--- src/core/dsw_pkg.sv ---
// dsw_pkg: constants and carrier types for the data-space register map and ROM window.
// Assumes an 8-bit data space, a 12-bit program space and a single core clock.
package dsw_pkg;

  localparam int unsigned DATA_W    = 8;
  localparam int unsigned DADDR_W   = 8;
  localparam int unsigned PADDR_W   = 12;
  localparam int unsigned BLK_W     = 6;
  localparam int unsigned WOFS_W    = 6;
  localparam int unsigned STK_DEPTH = 6;

  // window span in data space
  localparam logic [7:0] WIN_LO_ADDR      = 8'h40;
  localparam logic [7:0] WIN_HI_ADDR      = 8'h7F;

  // register offsets
  localparam logic [7:0] IDX_FIRST_ADDR   = 8'h80;
  localparam logic [7:0] IDX_SECOND_ADDR  = 8'h81;
  localparam logic [7:0] SDIR_FIRST_ADDR  = 8'h82;
  localparam logic [7:0] SDIR_SECOND_ADDR = 8'h83;
  localparam logic [7:0] PA_LATCH_ADDR    = 8'hC0;
  localparam logic [7:0] PB_LATCH_ADDR    = 8'hC1;
  localparam logic [7:0] PA_DIR_ADDR      = 8'hC4;
  localparam logic [7:0] PB_DIR_ADDR      = 8'hC5;
  localparam logic [7:0] IRQ_OPT_ADDR     = 8'hC8;
  localparam logic [7:0] WIN_SEL_ADDR     = 8'hC9;
  localparam logic [7:0] PA_OPT_ADDR      = 8'hCC;
  localparam logic [7:0] PB_OPT_ADDR      = 8'hCD;
  localparam logic [7:0] CONV_RES_ADDR    = 8'hD0;
  localparam logic [7:0] CONV_CTRL_ADDR   = 8'hD1;
  localparam logic [7:0] TMR_PSC_ADDR     = 8'hD2;
  localparam logic [7:0] TMR_CNT_ADDR     = 8'hD3;
  localparam logic [7:0] TMR_STAT_ADDR    = 8'hD4;
  localparam logic [7:0] WDG_ADDR         = 8'hD8;
  localparam logic [7:0] ACC_ADDR         = 8'hFF;

  // reset values
  localparam logic [7:0] PORT_RST         = 8'h00;
  localparam logic [7:0] CONV_CTRL_RST    = 8'h40;
  localparam logic [7:0] TMR_PSC_RST      = 8'h7F;
  localparam logic [7:0] TMR_CNT_RST      = 8'hFF;
  localparam logic [7:0] TMR_STAT_RST     = 8'h00;
  localparam logic [7:0] WDG_RST          = 8'hFE;

  // converter control: read-only status bit 6, the rest write-only
  localparam logic [7:0] CONV_RO_MASK     = 8'h40;
  localparam logic [7:0] CONV_WO_MASK     = 8'hBF;
  localparam logic [7:0] RSVD_READ_VAL    = 8'h00;

  typedef struct packed {
    logic       rd;
    logic       wr;
    logic [7:0] addr;
    logic [7:0] wdata;
  } dsw_req_t;

  typedef struct packed {
    logic       valid;
    logic [7:0] data;
  } dsw_rsp_t;

  typedef struct packed {
    logic [7:0] out;
    logic [7:0] oe;
    logic [7:0] opt;
  } dsw_port_drv_t;

endpackage

--- src/core/dsw_data_space_map.sv ---
// dsw_data_space_map: data-space decode, hardware registers, ROM window and return stack.
// Assumes the core issues one-cycle read/write strobes on CLK and program memory
// answers PM_ADDR combinationally within the same cycle; port pins are asynchronous.
`timescale 1ns/1ps
module dsw_data_space_map (
  input  wire logic                    CLK,
  input  wire logic                    SYS_RST,
  input  wire dsw_pkg::dsw_req_t       DS_REQ,
  output dsw_pkg::dsw_rsp_t            DS_RSP,
  output logic [dsw_pkg::PADDR_W-1:0]  PM_ADDR,
  input  wire logic [7:0]              PM_DATA,
  input  wire logic [7:0]              PORT_A_PIN_IN,
  input  wire logic [7:0]              PORT_B_PIN_IN,
  output dsw_pkg::dsw_port_drv_t       PORT_A_DRV,
  output dsw_pkg::dsw_port_drv_t       PORT_B_DRV,
  output logic [7:0]                   IRQ_OPTIONS,
  input  wire logic [7:0]              CONV_RESULT,
  input  wire logic [7:0]              CONV_STATUS,
  output logic [7:0]                   CONV_CTRL,
  output logic [7:0]                   TMR_PRESCALE,
  output logic [7:0]                   TMR_DOWNCOUNT,
  output logic [7:0]                   TMR_STATUS,
  output logic [7:0]                   WDG_COUNT,
  output logic [7:0]                   IDX_FIRST,
  output logic [7:0]                   IDX_SECOND,
  output logic [7:0]                   SDIR_FIRST,
  output logic [7:0]                   SDIR_SECOND,
  output logic [7:0]                   ACC_VALUE,
  input  wire logic                    ACC_LD,
  input  wire logic [7:0]              ACC_LD_DATA,
  input  wire logic                    STK_PUSH,
  input  wire logic                    STK_POP,
  input  wire logic [dsw_pkg::PADDR_W-1:0] STK_PUSH_ADDR,
  output logic [dsw_pkg::PADDR_W-1:0]  STK_TOP,
  output logic                         STK_EMPTY,
  output logic                         STK_FULL
);
  import dsw_pkg::*;

  logic [BLK_W-1:0] win_blk_r;
  logic             win_pend_r;
  logic [7:0]       pa_s1_r;
  logic [7:0]       pa_s2_r;
  logic [7:0]       pb_s1_r;
  logic [7:0]       pb_s2_r;
  logic [7:0]       pa_latch_r;
  logic [7:0]       pb_latch_r;
  logic [7:0]       pa_dir_r;
  logic [7:0]       pb_dir_r;
  logic [7:0]       pa_opt_r;
  logic [7:0]       pb_opt_r;
  logic [7:0]       irq_opt_r;
  logic [7:0]       conv_ctrl_r;
  logic [7:0]       tmr_psc_r;
  logic [7:0]       tmr_cnt_r;
  logic [7:0]       tmr_stat_r;
  logic [7:0]       wdg_r;
  logic [7:0]       idx_first_r;
  logic [7:0]       idx_second_r;
  logic [7:0]       sdir_first_r;
  logic [7:0]       sdir_second_r;
  logic [7:0]       acc_r;
  logic [7:0]       rdata_nxt;
  logic             in_win;
  logic             wr_en;

  assign in_win = (DS_REQ.addr >= WIN_LO_ADDR) && (DS_REQ.addr <= WIN_HI_ADDR);
  assign wr_en  = DS_REQ.wr && !in_win;

  // two-stage synchronisers for the pin levels
  always_ff @(posedge CLK) begin
    pa_s1_r <= PORT_A_PIN_IN;
    pa_s2_r <= pa_s1_r;
    pb_s1_r <= PORT_B_PIN_IN;
    pb_s2_r <= pb_s1_r;
  end

  // window block select: write-only, keeps its value through reset
  always_ff @(posedge CLK) begin
    if (wr_en && DS_REQ.addr == WIN_SEL_ADDR) begin
      win_blk_r <= DS_REQ.wdata[BLK_W-1:0];
    end
  end

  // window read: present program address, then return the byte a cycle later
  always_ff @(posedge CLK) begin
    if (SYS_RST) begin
      PM_ADDR    <= '0;
      win_pend_r <= 1'b0;
    end else begin
      win_pend_r <= DS_REQ.rd && in_win;
      if (DS_REQ.rd && in_win) begin
        PM_ADDR <= {win_blk_r, DS_REQ.addr[WOFS_W-1:0]};
      end
    end
  end

  // port data, direction and option registers
  always_ff @(posedge CLK) begin
    if (SYS_RST) begin
      pa_latch_r <= PORT_RST;
      pb_latch_r <= PORT_RST;
      pa_dir_r   <= PORT_RST;
      pb_dir_r   <= PORT_RST;
      pa_opt_r   <= PORT_RST;
      pb_opt_r   <= PORT_RST;
    end else if (wr_en) begin
      unique case (DS_REQ.addr)
        PA_LATCH_ADDR: pa_latch_r <= DS_REQ.wdata;
        PB_LATCH_ADDR: pb_latch_r <= DS_REQ.wdata;
        PA_DIR_ADDR:   pa_dir_r   <= DS_REQ.wdata;
        PB_DIR_ADDR:   pb_dir_r   <= DS_REQ.wdata;
        PA_OPT_ADDR:   pa_opt_r   <= DS_REQ.wdata;
        PB_OPT_ADDR:   pb_opt_r   <= DS_REQ.wdata;
        default: begin
        end
      endcase
    end
  end

  // converter control: write-only bits from the core, read-only bits from the converter
  always_ff @(posedge CLK) begin
    if (SYS_RST) begin
      conv_ctrl_r <= CONV_CTRL_RST;
    end else if (wr_en && DS_REQ.addr == CONV_CTRL_ADDR) begin
      conv_ctrl_r <= (DS_REQ.wdata & CONV_WO_MASK) | (CONV_STATUS & CONV_RO_MASK);
    end else begin
      conv_ctrl_r <= (conv_ctrl_r & CONV_WO_MASK) | (CONV_STATUS & CONV_RO_MASK);
    end
  end

  // timer and watchdog registers
  always_ff @(posedge CLK) begin
    if (SYS_RST) begin
      tmr_psc_r  <= TMR_PSC_RST;
      tmr_cnt_r  <= TMR_CNT_RST;
      tmr_stat_r <= TMR_STAT_RST;
      wdg_r      <= WDG_RST;
    end else if (wr_en) begin
      unique case (DS_REQ.addr)
        TMR_PSC_ADDR:  tmr_psc_r  <= DS_REQ.wdata;
        TMR_CNT_ADDR:  tmr_cnt_r  <= DS_REQ.wdata;
        TMR_STAT_ADDR: tmr_stat_r <= DS_REQ.wdata;
        WDG_ADDR:      wdg_r      <= DS_REQ.wdata;
        default: begin
        end
      endcase
    end
  end

  // core registers and interrupt options: no reset, contents undefined after reset
  always_ff @(posedge CLK) begin
    if (wr_en) begin
      unique case (DS_REQ.addr)
        IDX_FIRST_ADDR:   idx_first_r   <= DS_REQ.wdata;
        IDX_SECOND_ADDR:  idx_second_r  <= DS_REQ.wdata;
        SDIR_FIRST_ADDR:  sdir_first_r  <= DS_REQ.wdata;
        SDIR_SECOND_ADDR: sdir_second_r <= DS_REQ.wdata;
        IRQ_OPT_ADDR:     irq_opt_r     <= DS_REQ.wdata;
        default: begin
        end
      endcase
    end
  end

  // accumulator: a data-space write takes priority over the core's own load
  always_ff @(posedge CLK) begin
    if (wr_en && DS_REQ.addr == ACC_ADDR) begin
      acc_r <= DS_REQ.wdata;
    end else if (ACC_LD) begin
      acc_r <= ACC_LD_DATA;
    end
  end

  // read mux; write-only and reserved locations read as a fixed value
  always_comb begin
    rdata_nxt = RSVD_READ_VAL;
    unique case (DS_REQ.addr)
      IDX_FIRST_ADDR:   rdata_nxt = idx_first_r;
      IDX_SECOND_ADDR:  rdata_nxt = idx_second_r;
      SDIR_FIRST_ADDR:  rdata_nxt = sdir_first_r;
      SDIR_SECOND_ADDR: rdata_nxt = sdir_second_r;
      PA_LATCH_ADDR:    rdata_nxt = (pa_dir_r & pa_latch_r) | (~pa_dir_r & pa_s2_r);
      PB_LATCH_ADDR:    rdata_nxt = (pb_dir_r & pb_latch_r) | (~pb_dir_r & pb_s2_r);
      PA_DIR_ADDR:      rdata_nxt = pa_dir_r;
      PB_DIR_ADDR:      rdata_nxt = pb_dir_r;
      PA_OPT_ADDR:      rdata_nxt = pa_opt_r;
      PB_OPT_ADDR:      rdata_nxt = pb_opt_r;
      CONV_RES_ADDR:    rdata_nxt = CONV_RESULT;
      CONV_CTRL_ADDR:   rdata_nxt = conv_ctrl_r & CONV_RO_MASK;
      TMR_PSC_ADDR:     rdata_nxt = tmr_psc_r;
      TMR_CNT_ADDR:     rdata_nxt = tmr_cnt_r;
      TMR_STAT_ADDR:    rdata_nxt = tmr_stat_r;
      WDG_ADDR:         rdata_nxt = wdg_r;
      ACC_ADDR:         rdata_nxt = acc_r;
      default: begin
      end
    endcase
  end

  // answer: registers one cycle after the strobe, window bytes two cycles after
  always_ff @(posedge CLK) begin
    if (SYS_RST) begin
      DS_RSP <= '0;
    end else if (win_pend_r) begin
      DS_RSP.valid <= 1'b1;
      DS_RSP.data  <= PM_DATA;
    end else if (DS_REQ.rd && !in_win) begin
      DS_RSP.valid <= 1'b1;
      DS_RSP.data  <= rdata_nxt;
    end else begin
      DS_RSP.valid <= 1'b0;
    end
  end

  // pin drive and peripheral control outputs, each from its own flop
  always_ff @(posedge CLK) begin
    if (SYS_RST) begin
      PORT_A_DRV <= '0;
      PORT_B_DRV <= '0;
    end else begin
      PORT_A_DRV <= '{out: pa_latch_r, oe: pa_dir_r, opt: pa_opt_r};
      PORT_B_DRV <= '{out: pb_latch_r, oe: pb_dir_r, opt: pb_opt_r};
    end
  end

  always_ff @(posedge CLK) begin
    IRQ_OPTIONS   <= irq_opt_r;
    CONV_CTRL     <= conv_ctrl_r & CONV_WO_MASK;
    TMR_PRESCALE  <= tmr_psc_r;
    TMR_DOWNCOUNT <= tmr_cnt_r;
    TMR_STATUS    <= tmr_stat_r;
    WDG_COUNT     <= wdg_r;
    IDX_FIRST     <= idx_first_r;
    IDX_SECOND    <= idx_second_r;
    SDIR_FIRST    <= sdir_first_r;
    SDIR_SECOND   <= sdir_second_r;
    ACC_VALUE     <= acc_r;
  end

  dsw_return_stack #(
    .DEPTH (STK_DEPTH),
    .W     (PADDR_W)
  ) u_stack (
    .CLK           (CLK),
    .SYS_RST       (SYS_RST),
    .STK_PUSH      (STK_PUSH),
    .STK_POP       (STK_POP),
    .STK_PUSH_ADDR (STK_PUSH_ADDR),
    .STK_TOP       (STK_TOP),
    .STK_EMPTY     (STK_EMPTY),
    .STK_FULL      (STK_FULL)
  );
endmodule

--- src/core/dsw_return_stack.sv ---
// dsw_return_stack: six-level 12-bit return-address stack, newest entry on top.
// Assumes push and pop come from the core on CLK; push on a full stack drops the oldest.
`timescale 1ns/1ps
module dsw_return_stack #(
  parameter int unsigned DEPTH = dsw_pkg::STK_DEPTH,
  parameter int unsigned W     = dsw_pkg::PADDR_W
) (
  input  wire logic         CLK,
  input  wire logic         SYS_RST,
  input  wire logic         STK_PUSH,
  input  wire logic         STK_POP,
  input  wire logic [W-1:0] STK_PUSH_ADDR,
  output logic      [W-1:0] STK_TOP,
  output logic              STK_EMPTY,
  output logic              STK_FULL
);
  import dsw_pkg::*;

  localparam int unsigned CW = $clog2(DEPTH + 1);
  localparam logic [CW-1:0] LVL_MAX = CW'(DEPTH);

  logic [W-1:0]  ent_r [DEPTH];
  logic [CW-1:0] lvl_r;
  logic [CW-1:0] lvl_nxt;

  always_comb begin
    lvl_nxt = lvl_r;
    if (STK_PUSH && !STK_POP && lvl_r != LVL_MAX) begin
      lvl_nxt = lvl_r + CW'(1);
    end else if (STK_POP && !STK_PUSH && lvl_r != '0) begin
      lvl_nxt = lvl_r - CW'(1);
    end
  end

  // entries shift down on push and up on pop; both at once replaces the top
  always_ff @(posedge CLK) begin
    if (STK_PUSH && STK_POP) begin
      ent_r[0] <= STK_PUSH_ADDR;
    end else if (STK_PUSH) begin
      ent_r[0] <= STK_PUSH_ADDR;
      for (int i = 1; i < DEPTH; i++) begin
        ent_r[i] <= ent_r[i-1];
      end
    end else if (STK_POP) begin
      for (int i = 0; i < DEPTH - 1; i++) begin
        ent_r[i] <= ent_r[i+1];
      end
    end
  end

  always_ff @(posedge CLK) begin
    if (SYS_RST) begin
      lvl_r     <= '0;
      STK_EMPTY <= 1'b1;
      STK_FULL  <= 1'b0;
    end else begin
      lvl_r     <= lvl_nxt;
      STK_EMPTY <= (lvl_nxt == '0);
      STK_FULL  <= (lvl_nxt == LVL_MAX);
    end
  end

  assign STK_TOP = ent_r[0];

endmodule

--- config.mk ---
export PLATFORM = sky130hd
export DESIGN_NAME = dsw_data_space_map
export DESIGN_NICKNAME = d
export VERILOG_FILES = /design/src/core/dsw_pkg.sv /design/src/core/dsw_data_space_map.sv /design/src/core/dsw_return_stack.sv
export SDC_FILE = /design/constraint.sdc
export NUM_CORES = 1
export LEC_CHECK = 0
export BUFFER_PORTS_ARGS = -buffer_cell sky130_fd_sc_hd__buf_2
export CORE_AREA = 4 4 195 197
export CTS_BUF_LIST = sky130_fd_sc_hd__clkbuf_4 sky130_fd_sc_hd__clkbuf_8
export DETAILED_ROUTE_END_ITERATION = 6
export DIE_AREA = 0 0 199 201
export GPL_TIMING_DRIVEN = 1
export SYNTH_ARGS = -nofsm -noshare
export SYNTH_HDL_FRONTEND = slang
export SYNTH_SLANG_ARGS = --single-unit
--- constraint.sdc ---
create_clock -name CLK -period 2.92 [get_ports CLK]
set_input_delay 0.438 -clock CLK [delete_from_list [all_inputs] [get_ports CLK]]
set_output_delay 0.438 -clock CLK [all_outputs]
set_load 0.005 [all_outputs]
Yosys cells after proc, flatten, opt, wreduce, memory -nomap -nowiden

Memories as Yosys holds them, arrays and structs flattened.
Index checks and enable logic that the tools add are counted.

Memories kept: 1
Bits in writable memories: 72
Word-level logic and storage cells: 146
Input port bits: 83
Flip-flop bits (word level): 336

Memory list:

| memory        | words | bits a word | read ports | clocked after memory_dff | write ports | RTL line               | text |
|---|---|---|---|---|---|---|---|
| u_stack.ent_r | 6     | 12          | 6          | 0                        | 6           | dsw_return_stack.sv:22 | `logic [W-1:0] ent_r [DEPTH];` |

Reductions and logical operators: 34
Bitwise gates (word level): 16
Add/sub/neg operators: 2
Equal/unequal tests: 21
$lt $le $gt $ge: 2
Mux-type cells: 24

Operators with widths:

| cell                                                               | number |
|---|---|
| == test 8 bit (second input constant)                              | 19 |
| case mux 8 bit (17 select lines)                                   | 1 |
| 2-to-1 mux 12 bit                                                  | 6 |
| AND 8 bit                                                          | 4 |
| 2-to-1 mux 8 bit                                                   | 4 |
| AND reduction 2 bit                                                | 15 |
| NOT 8 bit                                                          | 2 |
| OR 8 x 7 -> 8 bit                                                  | 2 |
| OR 8 bit                                                           | 2 |
| logical AND 1 bit                                                  | 12 |
| 2-to-1 mux 1 bit                                                   | 10 |
| 2-to-1 mux 9 bit                                                   | 1 |
| greater-or-equal comparator 8 x 7 -> 1 bit (second input constant) | 1 |
| less-or-equal comparator 8 x 7 -> 1 bit (second input constant)    | 1 |
| 2-to-1 mux 3 bit                                                   | 2 |
| OR 1 bit                                                           | 6 |
| nonzero test 2 bit                                                 | 2 |
| adder 3 x 1 -> 3 bit (second input constant)                       | 1 |
| == test 3 bit (second input constant)                              | 1 |
| logical NOT 1 bit                                                  | 3 |
| logical NOT 3 bit                                                  | 1 |
| != test 3 bit (second input constant)                              | 1 |
| nonzero test 3 bit                                                 | 1 |
| subtractor 3 x 1 -> 3 bit (second input constant)                  | 1 |

Depth between registers and ports, before layout

Word-level depth: 6
Depth in mapped cells: 9

Cells and area by module

A second synthesis with hierarchy kept.

Cells, all modules: 1162
Area, all modules: 14599.0 um^2

Modules (own cells, without submodules):

| module             | sequential area each (um^2) | instances | cells each | area an instance (um^2) |
|---|---|---|---|---|
| dsw_data_space_map | 7166.9                      | 1         | 965        | 11199.5 |
| dsw_return_stack   | 2262.2                      | 1         | 197        | 3399.5 |

Least setup slack after synthesis

Ideal clock, no wire load.

Path kind: input-to-reg
Start: input port DS_REQ[14] (netlist name)
End: register irq_opt_r[0], enable pin
Setup time: 370 ps
Path slack: 590 ps
Stages on the path: 8
Arrival time: 1960 ps
Path through: buf_4 nor4bb_1 buf_2 and2_1 buf_2 buf_2 nand2_1 nor2_1

Cells in the longest elaborated chain, start to end: 5
Elaborated cells on any way between the ends: 7
Those cells by class: 2 x order compare; 1 x eq/ne; 4 x reduce/logical

RTL lines:

| what                                                                                                  | RTL line                  | text |
|---|---|---|
| from (decl)                                                                                           | dsw_data_space_map.sv:8   | `input wire dsw_pkg::dsw_req_t DS_REQ,` |
| greater-or-equal comparator 8 x 7 -> 1 bit or less-or-equal comparator 8 x 7 -> 1 bit (tied branches) | dsw_data_space_map.sv:67  | `assign in_win = (DS_REQ.addr >= WIN_LO_ADDR) && (DS_REQ.addr <= WIN_HI_ADDR);` |
| logical AND 1 bit                                                                                     | dsw_data_space_map.sv:67  |  |
| logical NOT 1 bit                                                                                     | dsw_data_space_map.sv:68  | `assign wr_en = DS_REQ.wr && !in_win;` |
| logical AND 1 bit                                                                                     | dsw_data_space_map.sv:68  |  |
| AND reduction 2 bit (no source line) (*)                                                              | n/a                       |  |
| to (signal assigned)                                                                                  | dsw_data_space_map.sv:159 | `IRQ_OPT_ADDR: irq_opt_r <= DS_REQ.wdata;` |
| to (decl)                                                                                             | dsw_data_space_map.sv:52  | `logic [7:0] irq_opt_r;` |

Every way passes the cells marked *; elsewhere a longest branch is shown, timed or not.
A chain may end at the register's enable or synchronous reset.

Worst setup path in the final report

Start: register pa_dir_r[0]
End: register DS_RSP[0] (netlist name)

Cells in the longest elaborated chain, start to end: 6
Elaborated cells on any way between the ends: 7
Those cells by class: 3 x mux; 4 x bitwise

RTL lines:

| what                                 | RTL line                  | text |
|---|---|---|
| from (decl)                          | dsw_data_space_map.sv:48  | `logic [7:0] pa_dir_r;` |
| from (signal assigned)               | dsw_data_space_map.sv:111 | `PA_DIR_ADDR: pa_dir_r <= DS_REQ.wdata;` |
| NOT 8 bit                            | dsw_data_space_map.sv:183 | `PA_LATCH_ADDR: rdata_nxt = (pa_dir_r & pa_latch_r) \| (~pa_dir_r & pa_s2_r);` |
| AND 8 bit                            | dsw_data_space_map.sv:183 |  |
| OR 8 bit                             | dsw_data_space_map.sv:183 |  |
| case mux 8 bit (17 select lines) (*) | dsw_data_space_map.sv:178 | `unique case (DS_REQ.addr)` |
| 2-to-1 mux 8 bit (*)                 | dsw_data_space_map.sv:208 | `end else if (DS_REQ.rd && !in_win) begin` |
| 2-to-1 mux 9 bit (*)                 | dsw_data_space_map.sv:205 | `end else if (win_pend_r) begin` |
| to (decl)                            | dsw_data_space_map.sv:9   | `output dsw_pkg::dsw_rsp_t DS_RSP,` |

Every way passes the cells marked *; elsewhere a longest branch is shown, timed or not. The select of a mux whose other input is x is not followed.

==> results.md <==
- Max_cap viols: 0
- Fillers: 3,326
- Initial Util: 0.3948
- FP Rows: 70
- M1 WL: 18,120 um
- Largest net degree at the start of global routing: 64
- Setup CP Type: register to register
- H-Tree Level Count: 3
- Least-Margin Pin Slew: 0.7370 ns
- Crit path DAT: 2.72 ns
- Status: completed
- Max VDD drop: 0.4274 mV
- Post-synth EDFFs: around 130
- Most common library cells after synthesis: dfxtp_1 (282), nand2_1 (143), edfxtp_1 (126), a21oi_1 (84), mux2_2 (79)
- Core area: roughly 36,000 um2
- Die Ht: 201 um
- Synthesized cell area: about 14,000 um2
- Final instance area: about 18,000 um2
- Post-DP HPWL: 29,040 um
- Wire length on met2: between 15,000 and 20,000 um
- Dominant synthesized flop cell: dfxtp_1
- Clock root buffer master: clkbuf_8
- Setup Fix Bufs, Post-CTS: 0
- Gr ovfl total: 0
- Clock Tree Buf Depth: 3
- Synthesized netlist net count: between 1,000 and 1,500
- GPL Wtd Cong: 0.8977
- TritonCTS Buffers: 69
- Clock Pin Slew Worst Setup and Hold Paths: 0.07 ns
- Slew HR: 0.5087
- Worst-path fanout max: 4
- Placed inst area: 16,130 um2
- Fmax: ~440 MHz
- Pleak: slightly above 0.007 uW
- YS warnings: 0
- Top post-synthesis cells by area: dfxtp_1 (39%), edfxtp_1 (26%), mux2_2 (6.2%)
- Synth top area share: 0.3944
- Synthesized area per cell: 12.20 um2
- Routed WL: ~41,000 um
- DRT iter0 DRCs: between 800 and 900
- CTS tree: yes
- Sink Count: a little over 400
- Drt pass-1 iters: 7
- Area Overhead vs Synth: 24.56%
- Antenna violations before repair: 1
- Final setup fails: 0
- Count leader, synth: dfxtp_1
- IO Port Bufs: 245
- Worst Path Required: 3.39 ns
- Cells along the critical path: mux2_2 > a222oi_1 > o211ai_1 > a2111oi_0 > o21ai_1
- Die Wd: about 200 um
- Via count: around 10,000
- Fin crit share: 0.7709
- Post_cts resized: 0
- DR WL met3: between 3000 and 4000 um
- CP Capture Type: register
- Io pins: 254
- Post-synthesis sequential area ratio: 0.6587
- Global-route wire length before repair: a little over 60,000 um
- Final hold vios: 0
- Vias/cell: approximately 5.1
- Number of global-route vias before repair: 9,944
- Clk_skew: approximately 0.032 ns
- WL per Instance: 20.77 um
- RSZ-0062 raised after global routing: no
- Drc violations: 0
- Die area: approximately 40,000 um2
- Total Routing Usage GR: 0.2022
- Count of pins over their slew limit: 0
- Clk_lat worst skew: ~0.62 ns
- Power density over the cells: between 600 and 700 nW/um2
- Hold-fix buffers, CTS: 17
- Highest routing layer actually used: met4
- Synth async-reset ratio: 0
- Post-Syn Instances: 1,173
- Setup TNS: 0 ns
- Slowest stage delay, CP: approximately 0.5 ns
- Proportion of layout cells with a drive suffix above 1: 0.3325
- Remaining antenna violation count: 0
- HP Class: input pin to register
- Nets: about 1,600
- Critical path startpoint category: register
- Yosys cell types: 73
- #FFs+latches synth: about 410
- Slowest cell on crit path: a2111oi_0
- Yosys top cell by area: dfxtp_1
- Crit path time final: between 2 and 2.5 ns
[cell families after synthesis]
kind of cell,synth area share
adders and majority gates,0.006993
xor gates and xnor gates,0.0006119
buffers and inverters,0.02692
and+or+nand+nor,0.1402
muxes,0.09116
other,0.0002620
DFF,0.6587
AOI/OAI and AO/OA,0.07517
[report_power, final]
group,switching (uW),total [uW],internal [uW]
registers,84.3,6150,6060
clock network,2350,5530,3170
logic,366,646,280
total,2810,12300,9510
[routing by layer]
layer / track usage / vias up
li1: - / 4769
met1: 0.2802 / 4861
met2: 0.3145 / 411
met3: 0.04649 / 70
met4: 0.06644 / 0
met5: 0 / -
[cells in the final DEF (no fill, tap or decap), types with 15 or more instances in the layout]
cell type,count
dfxtp_1,282
buf_2,244
nand2_1,143
edfxtp_1,126
clkbuf_8,86
a21oi_1,84
mux2_2,79
nand3_1,60
nor2b_1,53
nor2_1,42
mux2i_1,37
buf_4,35
nand3b_1,18
a22oi_1,17
clkbuf_4,17
dlygate4sd3_1,17
o21ai_0,15
[registers in the layout, indices dropped and copies added (netlist names), 9 cells and up]
| signal | cells |
|---|---|
| u_stack.ent_r | 72 |
| PORT_A_DRV | 24 |
| PORT_B_DRV | 24 |
| PM_ADDR | 12 |
| DS_RSP | 9 |
[final timing paths]
path | slack (ns) | cells past startpoint | endpoint | startpoint
worst max-delay path | 0.67 | 5 | DS_RSP[0] | pa_dir_r[0]
worst min-delay path | 0.13 | 2 | u_stack.ent_r[0][1] | STK_PUSH_ADDR[1]
worst max register to register | 0.67 | 5 | DS_RSP[0] | pa_dir_r[0]
worst min register to register | 0.33 | 0 | pa_s2_r[1] | pa_s1_r[1]
[worst max-delay path: cells and delay by family (launching register included)]
kind            cells  cell delay (ns)
mux                 1             0.37
flops               1             0.43
compound gates      4             1.29
[final cells by class]
class,instances,area (um2),share of cell area
Clock buffer,103,1311,0.07354
Sequential cell,408,9429,0.5288
Multi-Input combinational cell,681,4506,0.2527
Antenna cell,1,2.502,0.0001403
Clock inverter,24,217.7,0.01221
Inverter,12,45.04,0.002526
Timing Repair Buffer,300,1734,0.09726
Tap cell,468,585.6,0.03284
[per-stage QoR]
stage | setup slack, ns | hold slack, ns | total power [uW] | std cells | util
detailed placement | 0.3495 | 0.3121 | 6897 | 1852 | 0.4448
global route | 0.5393 | 0.09920 | 12810 | 1996 | 0.4917
floorplan | 0.5898 | 0.3096 | 6614 | 1173 | -
finish | 0.6690 | 0.1343 | 12320 | 1997 | 0.4918
global placement | 0.3973 | 0.3116 | 6878 | 1852 | 0.4448
CTS | 0.7192 | 0.08719 | 12480 | 1996 | 0.4917
No activity file was read; power rests on OpenSTA's default activity.
